$ cat src/tsa_pkg.sv
// shared constants and types for the tag state and anticollision block
package tsa_pkg;

  localparam int HANDLE_W    = 8;
  localparam int NIB_W       = 4;
  localparam int CMD_W       = 4;
  localparam int RND_W       = 16;
  localparam int RND_NIB_LSB = 8;

  localparam logic [RND_W-1:0]    RND_SEED   = 16'hace1;
  localparam logic [HANDLE_W-1:0] HANDLE_RST = 8'h00;
  localparam logic [NIB_W-1:0]    SLOT_ZERO  = 4'h0;

  typedef enum logic [2:0] {
    ST_OFF         = 3'b000,
    ST_READY       = 3'b001,
    ST_INVENTORY   = 3'b010,
    ST_SELECTED    = 3'b011,
    ST_DESELECTED  = 3'b100,
    ST_DEACTIVATED = 3'b101
  } tsa_state_t;

  // command codes as delivered by the frame decoder
  localparam logic [CMD_W-1:0] CMD_INV_OPEN    = 4'h0;
  localparam logic [CMD_W-1:0] CMD_SLOT_ZERO   = 4'h1;
  localparam logic [CMD_W-1:0] CMD_SLOT_PROBE  = 4'h2;
  localparam logic [CMD_W-1:0] CMD_PICK_TAG    = 4'h3;
  localparam logic [CMD_W-1:0] CMD_BLOCK_FETCH = 4'h4;
  localparam logic [CMD_W-1:0] CMD_BLOCK_STORE = 4'h5;
  localparam logic [CMD_W-1:0] CMD_ANTI_CLONE  = 4'h6;
  localparam logic [CMD_W-1:0] CMD_UID_FETCH   = 4'h7;
  localparam logic [CMD_W-1:0] CMD_RETIRE      = 4'h8;

endpackage : tsa_pkg

$ cat src/tsa_core.sv
// tag state machine and slotted anticollision logic
// Summary of operation
// - weak field keeps tag powered off and silent
// - field good: enter ready, reset logic, load random handle
// - ready state ignores all but inventory-open
// - inventory-open in ready moves to inventory
// - inventory answers anticollision commands and stays there
// - pick-tag with own handle selects; other handle stays inventory
// - selected serves access commands, ignores anticollision
// - pick-tag with foreign handle in selected deselects
// - retire in selected deactivates
// - deselected returns to selected only on matching pick-tag
// - deactivated ignores everything until field loss
// - tag holds an 8-bit handle, one of 256
// - new random handle at ready and each inventory-open received in inventory
// - inventory-open in inventory answers handle at once, no slot; in ready it gives no answer
// - slot nibble is handle bits 0 to 3
// - slot-zero-call draws new nibble, answers only if zero
// - slot-probe answers handle only when nibble equals slot
// - slot-zero or slot-probe answer given once per anticollision round
// - bad checksum or unknown command dropped silently
// - fixed handle option replaces random handle generation
`timescale 1ns/1ps
`default_nettype none
module tsa_core (
  input  wire logic                          mclk,
  input  wire logic                          rst,
  input  wire logic                          field_ok,
  input  wire logic                          fixed_handle_en,
  input  wire logic [tsa_pkg::HANDLE_W-1:0]  fixed_handle,
  input  wire logic                          cmd_valid,
  input  wire logic                          cmd_crc_ok,
  input  wire logic [tsa_pkg::CMD_W-1:0]     cmd_code,
  input  wire logic [tsa_pkg::HANDLE_W-1:0]  cmd_param,
  output var  tsa_pkg::tsa_state_t           tag_state,
  output logic [tsa_pkg::HANDLE_W-1:0]       tag_handle,
  output logic                               ans_valid,
  output logic [tsa_pkg::HANDLE_W-1:0]       ans_handle,
  output logic                               serve_valid,
  output logic [tsa_pkg::CMD_W-1:0]          serve_cmd
);
  import tsa_pkg::*;

  // synchronisers for pins
  logic                field_meta_reg;
  logic                field_s_reg;
  logic                fixed_en_meta_reg;
  logic                fixed_en_s_reg;
  logic [HANDLE_W-1:0] fixed_meta_reg;
  logic [HANDLE_W-1:0] fixed_s_reg;
  tsa_state_t          state_reg;
  tsa_state_t          state_next;
  logic [HANDLE_W-1:0] handle_reg;
  logic [HANDLE_W-1:0] handle_next;
  logic                answered_reg;
  logic                answered_next;
  logic                ans_valid_reg;
  logic [HANDLE_W-1:0] ans_handle_reg;
  logic                serve_valid_reg;
  logic [CMD_W-1:0]    serve_cmd_reg;
  logic [RND_W-1:0]    rnd;
  logic [HANDLE_W-1:0] new_handle;
  logic [NIB_W-1:0]    new_nib;
  logic                cmd_known;
  logic                cmd_ok;
  logic                powerup;
  logic                in_inv;
  logic                is_inv_open;
  logic                is_zero_call;
  logic                is_probe;
  logic                is_pick;
  logic                is_retire;
  logic                is_access;
  logic                handle_hit;
  logic                slot_hit;
  logic                zero_ans;
  logic                probe_ans;

  // only the second stage is read anywhere
  always_ff @(posedge mclk) begin
    if (rst) begin
      field_meta_reg <= 1'b0;
      field_s_reg    <= 1'b0;
    end else begin
      field_meta_reg <= field_ok;
      field_s_reg    <= field_meta_reg;
    end
  end

  // option straps are static but still arrive from a pin
  always_ff @(posedge mclk) begin
    if (rst) begin
      fixed_en_meta_reg <= 1'b0;
      fixed_en_s_reg    <= 1'b0;
      fixed_meta_reg    <= HANDLE_RST;
      fixed_s_reg       <= HANDLE_RST;
    end else begin
      fixed_en_meta_reg <= fixed_handle_en;
      fixed_en_s_reg    <= fixed_en_meta_reg;
      fixed_meta_reg    <= fixed_handle;
      fixed_s_reg       <= fixed_meta_reg;
    end
  end

  // not cleared by field loss, so tags powered later diverge
  tsa_lfsr #(
    .W    (RND_W),
    .SEED (RND_SEED)
  ) u_rnd (
    .mclk (mclk),
    .rst  (rst),
    .rnd  (rnd)
  );

  always_comb begin
    case (cmd_code)
      CMD_INV_OPEN, CMD_SLOT_ZERO, CMD_SLOT_PROBE,
      CMD_PICK_TAG, CMD_BLOCK_FETCH, CMD_BLOCK_STORE,
      CMD_ANTI_CLONE, CMD_UID_FETCH,
      CMD_RETIRE: cmd_known = 1'b1;
      default:    cmd_known = 1'b0;
    endcase
  end

  // a bad frame never reaches the state logic
  assign cmd_ok = cmd_valid && cmd_crc_ok && cmd_known
               && field_s_reg;

  assign powerup      = (state_reg == ST_OFF) && field_s_reg;
  assign in_inv       = (state_reg == ST_INVENTORY);
  assign is_inv_open  = cmd_ok && (cmd_code == CMD_INV_OPEN);
  assign is_zero_call = cmd_ok && (cmd_code == CMD_SLOT_ZERO);
  assign is_probe     = cmd_ok && (cmd_code == CMD_SLOT_PROBE);
  assign is_pick      = cmd_ok && (cmd_code == CMD_PICK_TAG);
  assign is_retire    = cmd_ok && (cmd_code == CMD_RETIRE);
  // access codes are kept contiguous so one range test covers them
  assign is_access    = cmd_ok && (cmd_code >= CMD_BLOCK_FETCH)
                     && (cmd_code <= CMD_UID_FETCH);
  assign handle_hit   = (cmd_param == handle_reg);

  // fixed handle freezes both handle and nibble
  assign new_handle = fixed_en_s_reg ? fixed_s_reg : rnd[HANDLE_W-1:0];
  assign new_nib    = fixed_en_s_reg ? handle_reg[NIB_W-1:0]
                    : rnd[RND_NIB_LSB +: NIB_W];

  assign slot_hit  = (handle_reg[NIB_W-1:0] == cmd_param[NIB_W-1:0]);
  assign zero_ans  = in_inv && is_zero_call && !answered_reg
                  && (new_nib == SLOT_ZERO);
  assign probe_ans = in_inv && is_probe && !answered_reg
                  && slot_hit;

  always_comb begin
    state_next = state_reg;
    if (!field_s_reg) begin
      state_next = ST_OFF;
    end else begin
      case (state_reg)
        ST_OFF:         state_next = ST_READY;
        ST_READY: begin
          if (is_inv_open) begin
            state_next = ST_INVENTORY;
          end
        end
        ST_INVENTORY: begin
          if (is_pick && handle_hit) begin
            state_next = ST_SELECTED;
          end
        end
        ST_SELECTED: begin
          if (is_pick && !handle_hit) begin
            state_next = ST_DESELECTED;
          end else if (is_retire) begin
            state_next = ST_DEACTIVATED;
          end
        end
        ST_DESELECTED: begin
          if (is_pick && handle_hit) begin
            state_next = ST_SELECTED;
          end
        end
        ST_DEACTIVATED: state_next = ST_DEACTIVATED;
        default:        state_next = ST_OFF;
      endcase
    end
  end

  always_ff @(posedge mclk) begin
    if (rst) begin
      state_reg <= ST_OFF;
    end else begin
      state_reg <= state_next;
    end
  end

  always_comb begin
    handle_next = handle_reg;
    if (powerup) begin
      handle_next = new_handle;
    end else if (in_inv && is_inv_open) begin
      handle_next = new_handle;
    end else if (in_inv && is_zero_call) begin
      handle_next = {handle_reg[HANDLE_W-1:NIB_W],
                     new_nib};
    end
  end

  // one 8-bit handle, 256 possible values
  always_ff @(posedge mclk) begin
    if (rst) begin
      handle_reg <= HANDLE_RST;
    end else begin
      handle_reg <= handle_next;
    end
  end

  // a new round opens at inventory-open or slot-zero-call;
  // an answer in the same cycle wins over the clear
  always_comb begin
    answered_next = answered_reg;
    if (zero_ans || probe_ans) begin
      answered_next = 1'b1;
    end else if (powerup
              || (in_inv && (is_inv_open || is_zero_call))) begin
      answered_next = 1'b0;
    end
  end

  always_ff @(posedge mclk) begin
    if (rst) begin
      answered_reg <= 1'b0;
    end else begin
      answered_reg <= answered_next;
    end
  end

  // answer goes out one cycle after the command is taken
  always_ff @(posedge mclk) begin
    if (rst) begin
      ans_valid_reg  <= 1'b0;
      ans_handle_reg <= HANDLE_RST;
    end else begin
      ans_valid_reg <= 1'b0;
      if (in_inv && is_inv_open) begin
        ans_valid_reg  <= 1'b1;
        ans_handle_reg <= new_handle;
      end else if (zero_ans) begin
        ans_valid_reg  <= 1'b1;
        ans_handle_reg <= handle_next;
      end else if (probe_ans) begin
        ans_valid_reg  <= 1'b1;
        ans_handle_reg <= handle_reg;
      end
    end
  end

  // access commands are handed to the memory side only
  always_ff @(posedge mclk) begin
    if (rst) begin
      serve_valid_reg <= 1'b0;
      serve_cmd_reg   <= CMD_INV_OPEN;
    end else begin
      serve_valid_reg <= 1'b0;
      if ((state_reg == ST_SELECTED) && is_access) begin
        serve_valid_reg <= 1'b1;
        serve_cmd_reg   <= cmd_code;
      end
    end
  end

  assign tag_state   = state_reg;
  assign tag_handle  = handle_reg;
  assign ans_valid   = ans_valid_reg;
  assign ans_handle  = ans_handle_reg;
  assign serve_valid = serve_valid_reg;
  assign serve_cmd   = serve_cmd_reg;

  a_off_silent: assert property (
    @(posedge mclk) disable iff (rst)
    (state_reg == ST_OFF) |=> !ans_valid_reg && !serve_valid_reg
  ) else $error("answer while powered off");
  a_powerup_ready: assert property (
    @(posedge mclk) disable iff (rst)
    powerup |=> (state_reg == ST_READY) && !answered_reg
  ) else $error("power-up did not reach ready");
  a_ready_ignore: assert property (
    @(posedge mclk) disable iff (rst)
    (state_reg == ST_READY) && field_s_reg && !is_inv_open
    |=> (state_reg == ST_READY) && !ans_valid_reg
  ) else $error("ready state reacted to a command");
  a_ready_to_inv: assert property (
    @(posedge mclk) disable iff (rst)
    (state_reg == ST_READY) && field_s_reg && is_inv_open
    |=> (state_reg == ST_INVENTORY)
  ) else $error("inventory-open did not enter inventory");
  a_inv_open_ans: assert property (
    @(posedge mclk) disable iff (rst)
    in_inv && field_s_reg && is_inv_open
    |=> ans_valid_reg && (ans_handle_reg == handle_reg)
        && (state_reg == ST_INVENTORY)
  ) else $error("inventory-open answer missing");
  a_pick_select: assert property (
    @(posedge mclk) disable iff (rst)
    in_inv && field_s_reg && is_pick
    |=> (state_reg == ($past(handle_hit) ? ST_SELECTED
                                         : ST_INVENTORY))
  ) else $error("pick-tag in inventory misrouted");
  a_sel_quiet: assert property (
    @(posedge mclk) disable iff (rst)
    (state_reg == ST_SELECTED) ##1 (state_reg == ST_SELECTED)
    |=> !ans_valid_reg
  ) else $error("selected tag answered anticollision");
  a_sel_deselect: assert property (
    @(posedge mclk) disable iff (rst)
    (state_reg == ST_SELECTED) && field_s_reg && is_pick
    && !handle_hit |=> (state_reg == ST_DESELECTED)
  ) else $error("foreign pick-tag did not deselect");
  a_retire_deact: assert property (
    @(posedge mclk) disable iff (rst)
    (state_reg == ST_SELECTED) && field_s_reg && is_retire
    |=> (state_reg == ST_DEACTIVATED)
  ) else $error("retire did not deactivate");
  a_desel_hold: assert property (
    @(posedge mclk) disable iff (rst)
    (state_reg == ST_DESELECTED) && field_s_reg
    && !(is_pick && handle_hit)
    |=> (state_reg == ST_DESELECTED) && !ans_valid_reg
  ) else $error("deselected tag left without match");
  a_deact_stay: assert property (
    @(posedge mclk) disable iff (rst)
    (state_reg == ST_DEACTIVATED) && field_s_reg
    |=> (state_reg == ST_DEACTIVATED) && !ans_valid_reg
        && !serve_valid_reg
  ) else $error("deactivated tag reacted");
  a_probe_match: assert property (
    @(posedge mclk) disable iff (rst)
    in_inv && is_probe && !answered_reg
    |=> (ans_valid_reg == $past(slot_hit))
  ) else $error("slot-probe answer wrong");
  a_zero_nibble: assert property (
    @(posedge mclk) disable iff (rst)
    zero_ans |=> ans_valid_reg
      && (ans_handle_reg[NIB_W-1:0] == SLOT_ZERO)
      && (handle_reg == ans_handle_reg)
  ) else $error("slot-zero answer wrong");
  a_answer_once: assert property (
    @(posedge mclk) disable iff (rst)
    answered_reg && in_inv && is_probe |=> !ans_valid_reg
  ) else $error("second answer in one round");
  a_fixed_handle: assert property (
    @(posedge mclk) disable iff (rst)
    powerup && fixed_en_s_reg
    |=> (handle_reg == $past(fixed_s_reg))
  ) else $error("fixed handle not used");
  a_field_loss: assert property (
    @(posedge mclk) disable iff (rst)
    !field_s_reg |=> (state_reg == ST_OFF)
  ) else $error("field loss did not power off");

endmodule : tsa_core
`default_nettype wire

$ cat src/tsa_lfsr.sv
// free-running pseudo-random source for handle and slot draws
`timescale 1ns/1ps
`default_nettype none
module tsa_lfsr #(
  parameter int                  W    = 16,
  parameter logic [W-1:0]        SEED = '1
) (
  input  wire logic              mclk,
  input  wire logic              rst,
  output logic [W-1:0]           rnd
);

  logic [W-1:0] lfsr_reg;
  logic         fb;

  // taps 16,14,13,11: maximal length, never reaches all zeros
  assign fb = lfsr_reg[W-1] ^ lfsr_reg[W-3] ^ lfsr_reg[W-4]
            ^ lfsr_reg[W-6];

  always_ff @(posedge mclk) begin
    if (rst) begin
      lfsr_reg <= SEED;
    end else begin
      lfsr_reg <= {lfsr_reg[W-2:0], fb};
    end
  end

  assign rnd = lfsr_reg;

endmodule : tsa_lfsr
`default_nettype wire

$ cat config.mk
export PLATFORM = sky130hd
export DESIGN_NAME = tsa_core
export DESIGN_NICKNAME = d
export VERILOG_FILES = /design/src/tsa_pkg.sv /design/src/tsa_core.sv /design/src/tsa_lfsr.sv
export SDC_FILE = /design/constraint.sdc
export NUM_CORES = 1
export LEC_CHECK = 0
export ABC_CLOCK_PERIOD_IN_PS = 2370
export BUFFER_PORTS_ARGS = -buffer_cell sky130_fd_sc_hd__buf_4
export CAP_MARGIN = 20
export CORE_MARGIN = 4
export CORE_UTILIZATION = 58
export DETAILED_ROUTE_END_ITERATION = 8
export GPL_TIMING_DRIVEN = 0
export MAX_ROUTING_LAYER = met4
export PLACE_DENSITY = 0.83
export SLEW_MARGIN = 20
export SYNTH_ARGS = -nofsm -noshare
export SYNTH_HDL_FRONTEND = slang
export SYNTH_SLANG_ARGS = --single-unit
$ cat constraint.sdc
create_clock -name mclk -period 2.37 [get_ports mclk]
set_input_delay 0.474 -clock mclk [delete_from_list [all_inputs] [get_ports mclk]]
set_output_delay 0.474 -clock mclk [all_outputs]
set_load 0.005 [all_outputs]
==> metrics.cfg <==
[cts]
cts_sinks = 62
clock_path_buffers = 2
numCtsBuffers = 9
cts_setup_buffers = 0
cts-htree-levels = 3
cts_tree = done
cts_resized = 0
clkSlewWorstSetupHoldPaths_ps = 70
clkLatencyLatePin_ps = 340
cts-hold-fix-buffers = 0
root_buffer = clkbuf_8

[detailed_routing]
drt_iter0_drc = 220
route.detailed.drc = 0
dr.pass1.iters = 4
wl_per_cell_um = 15.6
vias = 2073
viasPerCell = 5.70
wl_um = 5680
ant_nets = 0

[finish]
nets = 335
register_area_mm2 = 0.00124
fill_cells = 303
largest_reg_flops = 16
drive_above_1_share_pct = 32.5
fin_area_mm2 = 0.00317
multiInputGateArea_mm2 = 0.00124
antennaDiodeCount = 0
syn2layout_area_growth_pct = 23.6

[sta]
max-slew-margin-rel_pct = 61.4
hold_viol = 0
setup_viol = 0
max_freq_mhz = 555
final.setup.tns_ps = 0
rsz0062_at_grt = false
slew_violations = 0
worst_slew_pin_slew_ps = 579
fin_crit_ps = 1800
skew_ps = 6.25
period_share_pct = 76.0

[synthesis]
synthMostInstantiatedCell = dfxtp_1
synth_top_area_cell = dfxtp_1
syn_inst = 248
synth.avg_cell_area_um2 = 10.4
postSynth.asyncResetShare_pct = 0
synth_cell_types = 50
synthFlopType = dfxtp_1
synth-seq-cells = 62
synth-edff-count = 0
synth_fp_nets = 274
syn-cell-area_mm2 = 0.00257
synth_top_area_share_pct = 48.3
ys_seq_area_share_pct = 48.3
synth_commonest_cells = 62 x dfxtp_1, 31 x nor2b_1, 21 x nor2_1
synth.area.top_cells = dfxtp_1 48%, nor2b_1 7.6%, mux2i_1 3.9%, xor2_1 3.4%, nor2_1 3.1%
ys_warn_count = 0

[power]
irDropWorstVdd_mv = 0.523
fin_total_pwr_mw = 2.08
power.density_mw_per_mm2 = 655
power.leakage_nw = 1.28

[grt]
grt_pass1_vias = 1949
grtUsageTotal_pct = 23.7
overflow = 0
grt_start_max_net_pins = 11
grt_pass1_wl_um = 9460
antenna_found_initial = 0

[setup_path]
cp_slowest_cell = dfxtp_1
crit_type = reg2reg
crit_arrival_ps = 2040
crit_required_ps = 2610
crit_fanout = 7
cp-end-kind = register
slowest_delay_ps = 430
crit_chain = nor4b_4 -> and3_1 -> a32oi_1 -> or3b_1 -> o311ai_1
startpoint_type = register

[placed_design]
hpwl_um = 4200
io_buffer_count = 50
finalWeightedCongestion = 1.02
postPlaceCellArea_mm2 = 0.00301

[floorplan]
fp.dieH_um = 74.5
ios = 51
die-width_um = 74.5
row_count = 23
start_util_pct = 62.0
fp.dieArea_mm2 = 0.00556
core_mm2 = 0.00414

[outcome]
outcome = completed

[job]
drv_cap = 0

[worst_hold_path]
hp-class = in2reg

routing by layer:
| metal | vias up | part of all wire [%] | track usage (%) |
|---|---|---|---|
| met2 | 76 | 46 | 35.1 |
| met5 | - | 0 | - |
| met1 | 977 | 45 | 30.4 |
| li1 | 1002 | - | - |
| met3 | 18 | 6.8 | 4.73 |
| met4 | 0 | 2.7 | 12.3 |
critical path, delay by kind of cell (launching register included):
family           cells  cell delay [ps]
AND/OR/NAND/NOR      3             1050
flip-flops           1              430
AO/OA/AOI/OAI        2              230
worst paths after layout:
kind / startpoint / end / slack, ps / cells after the start
max: tag_state[1] / ans_handle[7] / 570 / 5
min: field_ok / field_meta_reg / 350 / 2
max reg2reg: tag_state[1] / ans_handle[7] / 570 / 5
min reg2reg: u_rnd.rnd[14] / u_rnd.rnd[15] / 420 / 1
cells in the final DEF, fill, tap and decap left out, types with 3 or more instances in the layout:
cell / Yosys / routed
mux2_2: 4 / 4
nand3_1: 4 / 4
and3_1: 3 / 3
a211oi_2: 4 / 4
nor2_1: 21 / 21
or3b_1: 4 / 4
clkbuf_1: 10 / 12
nand4b_1: 4 / 4
a21oi_1: 9 / 9
a31oi_1: 4 / 4
nand3_2: 4 / 4
o311ai_1: 4 / 4
buf_4: 1 / 51
a22oi_1: 5 / 5
or2_2: 10 / 10
mux2i_1: 10 / 10
xor2_1: 10 / 10
a21oi_2: 4 / 4
nor2b_1: 31 / 31
clkinv_2: 0 / 3
dfxtp_1: 62 / 62
clkbuf_8: 1 / 11
report_power, final:
group | switching (mW) | internal [mW]
Clock | 0.398 | 0.403
Sequential | 0.0249 | 1.08
Combinational | 0.0799 | 0.0882
Total | 0.502 | 1.57
per-stage QoR:
step | hold WS, ps | util (%) | worst slack, ps | cells
2_1_floorplan | 389 | - | 657 | 248
3_3_place_gp | 393 | 72.5 | 323 | 348
3_5_place_dp | 404 | 72.5 | 252 | 348
4_1_cts | 341 | 76.6 | 556 | 364
5_1_grt | 339 | 76.6 | 338 | 364
6_report | 346 | 76.6 | 568 | 364
cell families after synthesis:
kind of cell	share of synthesized area, %
buffers and inverters	3.41
and+or+nand+nor	26.9
AOI/OAI and AO/OA	11.9
muxes	5.65
xor gates and xnor gates	3.75
DFF	48.3
final cells by class:
class | instances | area share, %
Buffer | 15 | 2.52
Clock buffer | 12 | 4.57
Clock inverter | 4 | 0.710
Inverter | 2 | 0.237
Multi-Input combinational cell | 169 | 39.0
Sequential cell | 62 | 39.1
Tap cell | 50 | 1.97
Timing Repair Buffer | 50 | 11.8
Power figures use the tool's default switching activity.
